`config.mk`:
```
export PLATFORM = sky130hd
export DESIGN_NAME = cfs_charger_fault_sequencer
export DESIGN_NICKNAME = d
export VERILOG_FILES = /design/src/hw/cfs_pkg.sv /design/src/hw/cfs_charger_fault_sequencer.sv
export SDC_FILE = /design/constraint.sdc
export NUM_CORES = 1
export LEC_CHECK = 0
export BUFFER_PORTS_ARGS = -buffer_cell sky130_fd_sc_hd__buf_2
export CAP_MARGIN = 20
export CORE_MARGIN = 8
export CORE_UTILIZATION = 50
export CTS_CLUSTER_DIAMETER = 200
export DETAILED_ROUTE_END_ITERATION = 10
export PLACE_DENSITY = 0.73
export RECOVER_POWER = 50
export SKIP_LAST_GASP = 1
export SYNTH_ARGS = -nofsm -noshare
export SYNTH_HDL_FRONTEND = slang
export SYNTH_SLANG_ARGS = --single-unit
```
`constraint.sdc`:
```
create_clock -name hclk -period 3.1 [get_ports hclk]
set_clock_uncertainty 0.15 [all_clocks]
set_input_delay 0.155 -clock hclk [delete_from_list [all_inputs] [get_ports hclk]]
set_output_delay 0.155 -clock hclk [all_outputs]
set_load 0.005 [all_outputs]
```
`src/hw/cfs_pkg.sv`:
```
// Constants, pin bundles and states of the charger fault sequencer.
// Assumes one 25 MHz clock shared with the AHB-Lite register bus.
package cfs_pkg;
  localparam int unsigned CLK_HZ     = 25_000_000;
  // Recharge deglitch in milliseconds and in clock cycles.
  localparam int unsigned DGL_MS     = 25;
  localparam int unsigned DGL_CYC    = (DGL_MS * CLK_HZ) / 1000;
  // Length of each battery-absent detect phase.
  localparam int unsigned DET_MS     = 10;
  localparam int unsigned DET_CYC    = (DET_MS * CLK_HZ) / 1000;
  // Default fast-charge timeout in cycles, software may rewrite it.
  localparam logic [31:0] SAFE_RST   = 32'h0100_0000;
  // Register byte offsets.
  localparam logic [7:0]  REG_TIMEOUT = 8'h00;
  localparam logic [7:0]  REG_STATUS  = 8'h04;
  localparam logic [7:0]  REG_TIMER   = 8'h08;
  localparam logic [31:0] CNT_RST     = 32'h0000_0000;

  // Comparator and control levels arriving from the analog side and pins.
  typedef struct packed {
    logic chg_en;
    logic in_power;
    logic in_overvolt;
    logic temp_fault;
    logic timer_pin_open;
    logic term_det;
    logic vreg_reached;
    logic above_rch;
    logic below_lowv;
    logic below_scind;
    logic below_sc;
    logic stat_a_in;
    logic stat_b_in;
  } cfs_pins_s;

  // Enables for the power stage and the small current sources.
  typedef struct packed {
    logic pwr_en;
    logic fast_cur;
    logic pre_cur;
    logic dis_det_cur;
    logic chg_det_cur;
    logic fault_cur;
    logic short_cur;
  } cfs_drive_s;

  typedef enum logic [2:0] {
    ST_STANDBY,
    ST_CHARGE,
    ST_DONE,
    ST_DGL,
    ST_DET_DN,
    ST_DET_UP
  } cfs_state_e;
endpackage

```
`src/hw/cfs_charger_fault_sequencer.sv`:
```
// Charger control sequencer: absent test, safety timer, short handling.
// Assumes asynchronous analog comparator levels on pins_i and a single
// AHB-Lite master; status pins are open drain resolved outside.
// What this block does
// - After termination, no absent test while sense voltage stays above recharge.
// - At recharge threshold, discharge current one interval, then check below precharge.
// - Then charge current one interval, then check above recharge threshold.
// - Both phases pass: report battery absent fault on both status outputs.
// - Either phase fails: start a new charge cycle instead.
// - Termination disabled keeps done from starting absent detection; deglitch and detect phases ignore it.
// - Floating timer pin selects no-termination mode.
// - Recharge deglitch about 25 ms; below precharge meanwhile is a fault.
// - Safety timer starts with the fast-charge phase.
// - Floating timer pin disables safety timer, held in reset.
// - Count only charging above precharge; reset in standby or below precharge.
// - Suspend above precharge holds the count without clearing.
// - Temperature fault clearing resumes counting from the held value.
// - Timer expiry sets fault latch, shows fault, turns charger off.
// - Latched fault drives recovery current with power present below recharge.
// - Latch cleared by enable rise, overvoltage, power loss or new cycle.
// - Sense below about 1.8 V: both status outputs high impedance.
// - Below about 1.4 V: power stage off, 22 mA recovery current on.
// - Between short and precharge thresholds: precharge current regulation.
// - Above precharge before voltage regulation: fast-charge current regulation.
// - Charge done: first status output released, second pulled low.
module cfs_charger_fault_sequencer #(
  parameter int unsigned DGL_CYCLES = cfs_pkg::DGL_CYC,
  parameter int unsigned DET_CYCLES = cfs_pkg::DET_CYC
) (
  input  wire logic              hclk,
  input  wire logic              hresetn,
  input  wire logic              hsel,
  input  wire logic [31:0]       haddr,
  input  wire logic [1:0]        htrans,
  input  wire logic              hwrite,
  input  wire logic [2:0]        hsize,
  input  wire logic [31:0]       hwdata,
  input  wire logic              hready,
  output logic                   hreadyout,
  output logic                   hresp,
  output logic [31:0]            hrdata,
  input  wire cfs_pkg::cfs_pins_s pins_i,
  output cfs_pkg::cfs_drive_s    drive_o,
  output logic                   status_out_a,
  output logic                   status_oe_a_n,
  output logic                   status_out_b,
  output logic                   status_oe_b_n
);
  cfs_pkg::cfs_pins_s  sync1_r;
  cfs_pkg::cfs_pins_s  pin_r;
  cfs_pkg::cfs_state_e st_r;
  cfs_pkg::cfs_state_e st_nxt;
  cfs_pkg::cfs_drive_s drive_nxt;
  logic [31:0] timeout_r;
  logic [31:0] safe_cnt_r;
  logic [31:0] safe_cnt_nxt;
  logic [31:0] dgl_cnt_r;
  logic [31:0] det_cnt_r;
  logic [31:0] hrdata_nxt;
  logic [7:0]  addr_r;
  logic        wr_r;
  logic        ce_d_r;
  logic        tfault_r;
  logic        absent_r;
  logic        oe_a_n_nxt;
  logic        oe_b_n_nxt;

  // Inputs come from comparators and pins: two flops before any use.
  always_ff @(posedge hclk or negedge hresetn) begin
    if (!hresetn) begin
      sync1_r <= '0;
      pin_r   <= '0;
    end else begin
      sync1_r <= pins_i;
      pin_r   <= sync1_r;
    end
  end

  wire run_ok    = pin_r.chg_en && pin_r.in_power && !pin_r.in_overvolt;
  wire ce_rise   = pin_r.chg_en && !ce_d_r;
  wire term_en   = !pin_r.timer_pin_open;
  wire suspend   = pin_r.temp_fault;
  wire in_charge = (st_r == cfs_pkg::ST_CHARGE);
  wire det_end   = (det_cnt_r == DET_CYCLES - 1);
  wire dgl_end   = (dgl_cnt_r == DGL_CYCLES - 1);
  wire safe_run  = in_charge && term_en && !pin_r.below_lowv && !suspend;
  wire expire    = safe_run && (safe_cnt_r >= timeout_r);
  wire dgl_fault = (st_r == cfs_pkg::ST_DGL) && pin_r.below_lowv;
  wire new_cycle = (st_nxt == cfs_pkg::ST_CHARGE) && !in_charge;

  // Charge sequence and absent test.
  always_comb begin
    st_nxt = st_r;
    unique case (st_r)
      cfs_pkg::ST_STANDBY: begin
        if (run_ok && !tfault_r) begin
          st_nxt = cfs_pkg::ST_CHARGE;
        end
      end
      cfs_pkg::ST_CHARGE: begin
        if (expire) begin
          st_nxt = cfs_pkg::ST_STANDBY;
        end else if (pin_r.term_det && term_en && !suspend) begin
          st_nxt = cfs_pkg::ST_DONE;
        end
      end
      cfs_pkg::ST_DONE: begin
        if (!term_en) begin
          st_nxt = cfs_pkg::ST_CHARGE;
        end else if (!pin_r.above_rch) begin
          st_nxt = cfs_pkg::ST_DGL;
        end
      end
      cfs_pkg::ST_DGL: begin
        if (dgl_fault) begin
          st_nxt = cfs_pkg::ST_STANDBY;
        end else if (pin_r.above_rch) begin
          st_nxt = cfs_pkg::ST_DONE;
        end else if (dgl_end) begin
          st_nxt = cfs_pkg::ST_DET_DN;
        end
      end
      cfs_pkg::ST_DET_DN: begin
        if (det_end) begin
          st_nxt = pin_r.below_lowv ? cfs_pkg::ST_DET_UP : cfs_pkg::ST_CHARGE;
        end
      end
      cfs_pkg::ST_DET_UP: begin
        if (det_end) begin
          st_nxt = pin_r.above_rch ? cfs_pkg::ST_DONE : cfs_pkg::ST_CHARGE;
        end
      end
    endcase
    if (!run_ok) begin
      st_nxt = cfs_pkg::ST_STANDBY;
    end
  end

  always_comb begin
    if (!in_charge || !term_en || pin_r.below_lowv) begin
      safe_cnt_nxt = cfs_pkg::CNT_RST;
    end else if (suspend) begin
      safe_cnt_nxt = safe_cnt_r;
    end else begin
      safe_cnt_nxt = safe_cnt_r + 32'h0000_0001;
    end
  end

  always_ff @(posedge hclk or negedge hresetn) begin
    if (!hresetn) begin
      st_r       <= cfs_pkg::ST_STANDBY;
      safe_cnt_r <= cfs_pkg::CNT_RST;
      ce_d_r     <= 1'b0;
    end else begin
      st_r       <= st_nxt;
      safe_cnt_r <= safe_cnt_nxt;
      ce_d_r     <= pin_r.chg_en;
    end
  end

  always_ff @(posedge hclk or negedge hresetn) begin
    if (!hresetn) begin
      det_cnt_r <= cfs_pkg::CNT_RST;
      dgl_cnt_r <= cfs_pkg::CNT_RST;
    end else begin
      det_cnt_r <= (st_nxt != st_r || det_end) ? cfs_pkg::CNT_RST : det_cnt_r + 32'h0000_0001;
      dgl_cnt_r <= (st_r != cfs_pkg::ST_DGL) ? cfs_pkg::CNT_RST : dgl_cnt_r + 32'h0000_0001;
    end
  end

  // Fault latches; a setting event wins over a clearing one.
  // expiry latches fault
  always_ff @(posedge hclk or negedge hresetn) begin
    if (!hresetn) begin
      tfault_r <= 1'b0;
      absent_r <= 1'b0;
    end else begin
      if (expire || dgl_fault) begin
        tfault_r <= 1'b1;
      end else if (ce_rise || pin_r.in_overvolt || !pin_r.in_power || new_cycle) begin
        tfault_r <= 1'b0;
      end
      if (st_r == cfs_pkg::ST_DET_UP && det_end && pin_r.above_rch) begin
        absent_r <= 1'b1;
      end else if (new_cycle || !run_ok) begin
        absent_r <= 1'b0;
      end
    end
  end

  // Power stage and current source selection.
  wire pwr_on = in_charge && !suspend && !pin_r.below_sc && !expire;
  always_comb begin
    drive_nxt             = '0;
    drive_nxt.pwr_en      = pwr_on;
    drive_nxt.short_cur   = in_charge && pin_r.below_sc;
    drive_nxt.pre_cur     = pwr_on && pin_r.below_lowv;
    drive_nxt.fast_cur    = pwr_on && !pin_r.below_lowv && !pin_r.vreg_reached;
    drive_nxt.dis_det_cur = (st_nxt == cfs_pkg::ST_DET_DN);
    drive_nxt.chg_det_cur = (st_nxt == cfs_pkg::ST_DET_UP);
    drive_nxt.fault_cur   = tfault_r && pin_r.in_power && !pin_r.above_rch;
  end

  // Status pins: low enable means the pin is pulled low.
  // short indication
  always_comb begin
    oe_a_n_nxt = 1'b1;
    oe_b_n_nxt = 1'b1;
    if (pin_r.below_scind || tfault_r || absent_r || st_r == cfs_pkg::ST_STANDBY) begin
      oe_a_n_nxt = 1'b1;
      oe_b_n_nxt = 1'b1;
    end else if (in_charge) begin
      oe_a_n_nxt = 1'b0;
    end else begin
      oe_b_n_nxt = 1'b0;
    end
  end

  always_ff @(posedge hclk or negedge hresetn) begin
    if (!hresetn) begin
      drive_o       <= '0;
      status_oe_a_n <= 1'b1;
      status_oe_b_n <= 1'b1;
    end else begin
      drive_o       <= drive_nxt;
      status_oe_a_n <= oe_a_n_nxt;
      status_oe_b_n <= oe_b_n_nxt;
    end
  end

  assign status_out_a = 1'b0;
  assign status_out_b = 1'b0;

  // AHB-Lite slave: zero wait states, always OKAY, read data latched
  // at the address phase so it stands through the data phase.
  wire addr_ok = hsel && htrans[1] && hready;
  wire [7:0] a = haddr[7:0];
  wire [31:0] status_word = {17'h0_0000, pin_r.stat_a_in, pin_r.stat_b_in, pin_r.below_sc,
                             pin_r.below_scind, pin_r.below_lowv, pin_r.above_rch,
                             pin_r.timer_pin_open, tfault_r, absent_r, 3'h0, st_r};
  assign hrdata_nxt = (a == cfs_pkg::REG_TIMEOUT) ? timeout_r :
                      (a == cfs_pkg::REG_STATUS)  ? status_word :
                      (a == cfs_pkg::REG_TIMER)   ? safe_cnt_r : 32'h0000_0000;
  assign hreadyout = 1'b1;
  assign hresp     = 1'b0;

  always_ff @(posedge hclk or negedge hresetn) begin
    if (!hresetn) begin
      wr_r      <= 1'b0;
      addr_r    <= 8'h00;
      hrdata    <= 32'h0000_0000;
      timeout_r <= cfs_pkg::SAFE_RST;
    end else begin
      wr_r   <= addr_ok && hwrite;
      addr_r <= a;
      if (addr_ok && !hwrite) begin
        hrdata <= hrdata_nxt;
      end
      if (wr_r && addr_r == cfs_pkg::REG_TIMEOUT) begin
        timeout_r <= hwdata;
      end
    end
  end
endmodule // cfs_charger_fault_sequencer

```
Word-level counts from Yosys, hierarchy flattened. Index checks and enable logic that the tools add are counted.

Bits in registers: 210. Input port bits: 87. Output and inout bits: 45. Logic and storage cells: 152.

$add $sub $neg: 3. $lt $le $gt $ge: 1. Equal/unequal tests: 15. Multiplexer cells: 29. Reductions and logical operators: 58.

Operator list (count): $mux W32 (7); $add A32 B1 Y32 const B (3); $mux W3 (12); $eq A32 B18 Y1 const B (1); $eq A32 B20 Y1 const B (1); $ge A32 B32 Y1 (1); $logic_and A1 B1 Y1 (28); $pmux W3 S6 (1); $logic_not A8 Y1 (2); $logic_not A1 Y1 (14); $eq A3 B3 Y1 const B (4); $logic_or A1 B1 Y1 (11); $eq A8 B3 Y1 const B (1); $eq A8 B4 Y1 const B (1); $mux W1 (8); $eq A3 B1 Y1 const B (2); $eq A3 B2 Y1 const B (2); $reduce_bool A2 Y1 (2); $logic_not A3 Y1 (1); $ne A3 B2 Y1 const B (1); $ne A3 B3 Y1 (1); $mux W2 (1); $ne A2 B1 Y1 const B (1).

Logic depth before layout (Yosys ltp).
Word-level depth: 13. Gate-level depth with buffers: 11. Depth with buffers taken out: 10.

Least setup slack after synthesis. Ideal clock, no wire load.

Path type: register to register. Start: reg safe_cnt_r[0]. End: reg det_cnt_r[14]. Library setup time: 0.119 ns. Arrival: 2.634 ns. Data required time: 2.831 ns. Setup slack: 0.197 ns. Cell stages (with the launch flop): 12. Path buffers: 1. Period minus slack after synthesis: 2.903 ns. Cells stage by stage: dfrtp_1 -> inv_1 -> ha_1 -> nand2b_1 -> a2111oi_0 -> nor4b_1 -> nor4b_1 -> o21ai_1 -> o221a_2 -> o211ai_4 -> buf_6 -> nor2_2.

Cells in the longest elaborated chain, start to end: 8.

RTL lines: start, declared (RTL line cfs_charger_fault_sequencer.sv:55) `logic [31:0] safe_cnt_r;`; start signal, assigned (RTL line cfs_charger_fault_sequencer.sv:152) `safe_cnt_r <= cfs_pkg::CNT_RST;`; start signal, assigned (RTL line cfs_charger_fault_sequencer.sv:156) `safe_cnt_r <= safe_cnt_nxt;`; $ge A32 B32 Y1 (RTL line cfs_charger_fault_sequencer.sv:87) `wire expire = safe_run && (safe_cnt_r >= timeout_r);`; $logic_and A1 B1 Y1 (RTL line cfs_charger_fault_sequencer.sv:87); $mux W3 (RTL line cfs_charger_fault_sequencer.sv:101) `if (expire) begin`; $pmux W3 S6 (RTL line cfs_charger_fault_sequencer.sv:94) `unique case (st_r)`; $mux W3 (RTL line cfs_charger_fault_sequencer.sv:134) `if (!run_ok) begin`; $ne A3 B3 Y1 (RTL line cfs_charger_fault_sequencer.sv:166) `det_cnt_r <= (st_nxt != st_r || det_end) ? cfs_pkg::CNT_RST : det_cnt_r + 32'h0000_0001;`; $logic_or A1 B1 Y1 (RTL line cfs_charger_fault_sequencer.sv:166); $mux W32 (RTL line cfs_charger_fault_sequencer.sv:166); end signal, assigned (RTL line cfs_charger_fault_sequencer.sv:163) `det_cnt_r <= cfs_pkg::CNT_RST;`; end signal, assigned (RTL line cfs_charger_fault_sequencer.sv:166); end, declared (RTL line cfs_charger_fault_sequencer.sv:58) `logic [31:0] det_cnt_r;`.

Every way passes these cells. A chain may end at the register's enable or synchronous reset.

Final worst setup path.
Start: reg st_r[1]. End: reg tfault_r.

Cells in the longest elaborated chain, start to end: 12. Elaborated cells between the ends (all ways): 30. Those cells by class: eq/ne (6); mux (13); reduce/logical (11).

RTL lines: start, declared (RTL line cfs_charger_fault_sequencer.sv:51) `cfs_pkg::cfs_state_e st_r;`; start signal, assigned (RTL line cfs_charger_fault_sequencer.sv:151) `st_r <= cfs_pkg::ST_STANDBY;`; start signal, assigned (RTL line cfs_charger_fault_sequencer.sv:155) `st_r <= st_nxt;`; $eq A3 B1 Y1 (RTL line cfs_charger_fault_sequencer.sv:83, cfs_charger_fault_sequencer.sv:94); $logic_and A1 B1 Y1 (3 in a row) (RTL line cfs_charger_fault_sequencer.sv:86) `wire safe_run = in_charge && term_en && !pin_r.below_lowv && !suspend;`; $logic_and A1 B1 Y1 (RTL line cfs_charger_fault_sequencer.sv:87); $mux W3 (RTL line cfs_charger_fault_sequencer.sv:101); $pmux W3 S6 * (RTL line cfs_charger_fault_sequencer.sv:94); $mux W3 * (RTL line cfs_charger_fault_sequencer.sv:134); net st_nxt[1] (RTL line cfs_charger_fault_sequencer.sv:52) `cfs_pkg::cfs_state_e st_nxt;`; $eq A3 B1 Y1 * (RTL line cfs_charger_fault_sequencer.sv:89) `wire new_cycle = (st_nxt == cfs_pkg::ST_CHARGE) && !in_charge;`; $logic_and A1 B1 Y1 * (RTL line cfs_charger_fault_sequencer.sv:89); $logic_or A1 B1 Y1 * (RTL line cfs_charger_fault_sequencer.sv:180) `end else if (ce_rise || pin_r.in_overvolt || !pin_r.in_power || new_cycle) begin`; $reduce_bool A2 Y1 (no line) *; end signal, assigned (RTL line cfs_charger_fault_sequencer.sv:175) `tfault_r <= 1'b0;`; end signal, assigned (RTL line cfs_charger_fault_sequencer.sv:179) `tfault_r <= 1'b1;`; end signal, assigned (RTL line cfs_charger_fault_sequencer.sv:181) `tfault_r <= 1'b0;`; end, declared (RTL line cfs_charger_fault_sequencer.sv:63) `logic tfault_r;`.

The timed path passes the listed nets; every way through them passes the cells marked *.

==> results.toml <==
[clocking]
clk_path_buf_depth = 3
cts_tree = "built"
clk_latency_ps = 510
cts-root-buf = "clkbuf_16"
cts.sinks = 210
cts.htree.levels = 1
clk_pin_slew_ps = 60
cts_made_buffers = 23

[global_routing]
grt_max_degree = 98
overflow = 0
antenna_found_initial = 0
grt_usage_pct = 19.5
grt_pass1_wl_mm = 39.6
grt_pass1_vias = 7793

[setup_path]
r2r-start = "st_r[1]"
reg2regPathDepth = 7
critPathKind = "flip-flop to flip-flop"
worstPathRequired_ps = 3320
critPathLaunchType = "flip-flop"
cp.arrival_ps = 3270
reg2reg_to = "tfault_r"
cp_max_fo = 4
crit_start = "st_r[1]"
r2r_setup_slack_ps = 50
crit_path_end_kind = "flip-flop"

[yosys]
yosysTopAreaCell = "dfrtp_1"
synth_cell_types = 63
synthFlopType = "dfrtp_1"
syn_area_per_cell_um2 = 10.4
netlist_area_mm2 = 0.0101
ys_warn_count = 0
synth_area_leaders = "dfrtp_1 (51%), xor2_1 (4.8%), nor2_1 (4.7%)"
yosysTopAreaCellShare_pct = 51.5
netlist_instances = 967
ys_ff_latch = 210
synth_edf_count = 0
ys_async_sr_fraction_pct = 100
yosysSeqAreaShare_pct = 52.3

[route]
dr.first_iter.drc_count = 686
antenna_left = 0
drt-vias-per-instance = 5.37
firstDrtPassIters = 6
post-route-drc-count = 0
wl_per_cell_um = 16.7
finalWirelength_mm = 23.9
vias = 7698

[final_layout]
syn2layout_area_growth_pct = 23.8
layout-drive-gt1-share_pct = 17.1
final_cell_area_mm2 = 0.0125
diodes = 0
nets = 1268
fin_util_pct = 62.3
multi_input_area_mm2 = 0.00449
fillCellCount = 1614
seq_area_mm2 = 0.00526

[timing]
fin_hold_ws_ps = 123
fin_crit_ps = 3050
max_slew.worst_pin.slew_ps = 2380
setup_viol = 0
hold_violations = 0
max_clock_freq_mhz = 328
fin_ws_ps = 51.7
maxSlewHeadroom_pct = -59.0
slew_violations = 123
period_share_pct = 98.3

[pwr]
ir_worst_vdd_mv = 0.325
power.density_mw_per_mm2 = 508
p_leak_nw = 5.54
total_power_mw = 6.33

[placed_design]
io_buffers = 99
dpl.hpwl_mm = 15.7
gp_congestion = 0.846
placed_cell_area_mm2 = 0.0110
post-place-ws_ps = 80.8

[die]
core_area_mm2 = 0.0200
io_pins = 132
rows = 52
die_area_mm2 = 0.0249
dieHeight_um = 158
die_x_um = 158
start_util_pct = 50.4

[outcome]
violations = "capacitance limit, slew limit"
outcome = "complete, but fails checks"

[hold_path]
hold_path.class = "input pin to flip-flop"
worstHoldPathCells = 5
hp-start = "htrans[1]"
min_to = "hrdata[0]"

[job]
cap_viol_max_count = 2
-- logic make-up after synthesis --
kind of cell | after synthesis | share of synthesized area, %
simple gates | 386 | 19.0
flops | 210 | 52.3
other cells | 2 | 0.0747
compound gates | 105 | 7.31
fa+ha+maj | 35 | 4.35
buf+inv | 88 | 3.66
mux | 54 | 5.77
xor+xnor | 87 | 7.58
-- flip-flops by register name, summed over array words and instances (netlist names) --
signal / flops
st_r: 3
absent_r: 1
timeout_r: 32
suspend: 1
drive_o: 7
wr_r: 1
hrdata: 32
safe_cnt_r: 32
dgl_cnt_r: 32
status_oe_a_n: 1
ce_d_r: 1
pin_r: 12
det_cnt_r: 32
tfault_r: 1
sync1_r: 13
status_oe_b_n: 1
addr_r: 8
-- per-layer routing --
layer | wire, um | global-route usage, % | vias to the layer above
li1 | - | - | 3716
met1 | 10500 | 26.1 | 3739
met2 | 11600 | 32.6 | 218
met3 | 1410 | 2.89 | 25
met4 | 382 | 5.21 | 0
met5 | 0 | 0 | -
-- area by class of cell --
cell class | count | area share [%]
multi-input combinational | 671 | 36.1
tap | 270 | 2.71
inverter | 48 | 1.45
sequential | 210 | 42.2
clock inverter | 13 | 1.44
timing repair buffer | 192 | 10.9
clock buffer | 29 | 5.21
-- critical path: stages, from the launching register on --
cell and delay [ps]:
dfrtp_1 370, or3b_1 390, or4_4 540, or4_4 550
o21ai_2 230, o22ai_1 160, nor4_2 340, o221ai_1 180
-- Yosys cell counts, drive strengths merged (4+ instances only) --
master and instances:
nand3 33, nand4 33, a21oi 31, dfrtp 207
or4 5, nor4b 5, xnor2 32, nand2 83
a21o 5, ha 35, inv 48, o21a 4
and2 6, nor3 19, nor2 135, buf 7
or3 8, o31ai 20, and3 12, o21ai 12
xor2 55, nor4 18, mux2 32, and4 8
clkbuf 33, mux2i 22, nor2b 4, a221oi 12
-- placed cells by master, fill, tap and decap left out, drive strengths merged, types with 32 or more instances in the layout --
cell and n:
buf 94, clkbuf 71, dfrtp 207, dlygate4sd3 56
ha 35, inv 49, mux2 32, nand2 83
nand3 33, nand4 33, nor2 135, xnor2 32
xor2 55
-- per-stage QoR --
step,setup TNS (ps),std cells
global route,-425,1433
floorplan,0,969
CTS,0,1427
finish,0,1433
detailed placement,0,1329
global placement,0,1329
-- power breakdown --
part / leakage, nW / switching, mW / internal, mW
combinational: 2.40 / 0.231 / 0.212
clock: 0.398 / 1.15 / 1.82
sequential: 2.74 / 0.0764 / 2.84
-- worst max path at each step --
stage	endpoint	slack, ps
finish	tfault_r	50
floorplan	det_cnt_r[14]	200
detailed placement	det_cnt_r[12]	80
CTS	det_cnt_r[6]	60
global route	det_cnt_r[31]	-30
global placement	drive_o[5]	140
-- what timing repair did --
item	4_1_cts	5_1_grt
endpoints found under the setup margin	0	34
hold buffers	56	0
gates resized for setup	0	9
setup buffers	0	3
hold endpoints to repair	148	0
No activity file was read; power rests on OpenSTA's default activity.
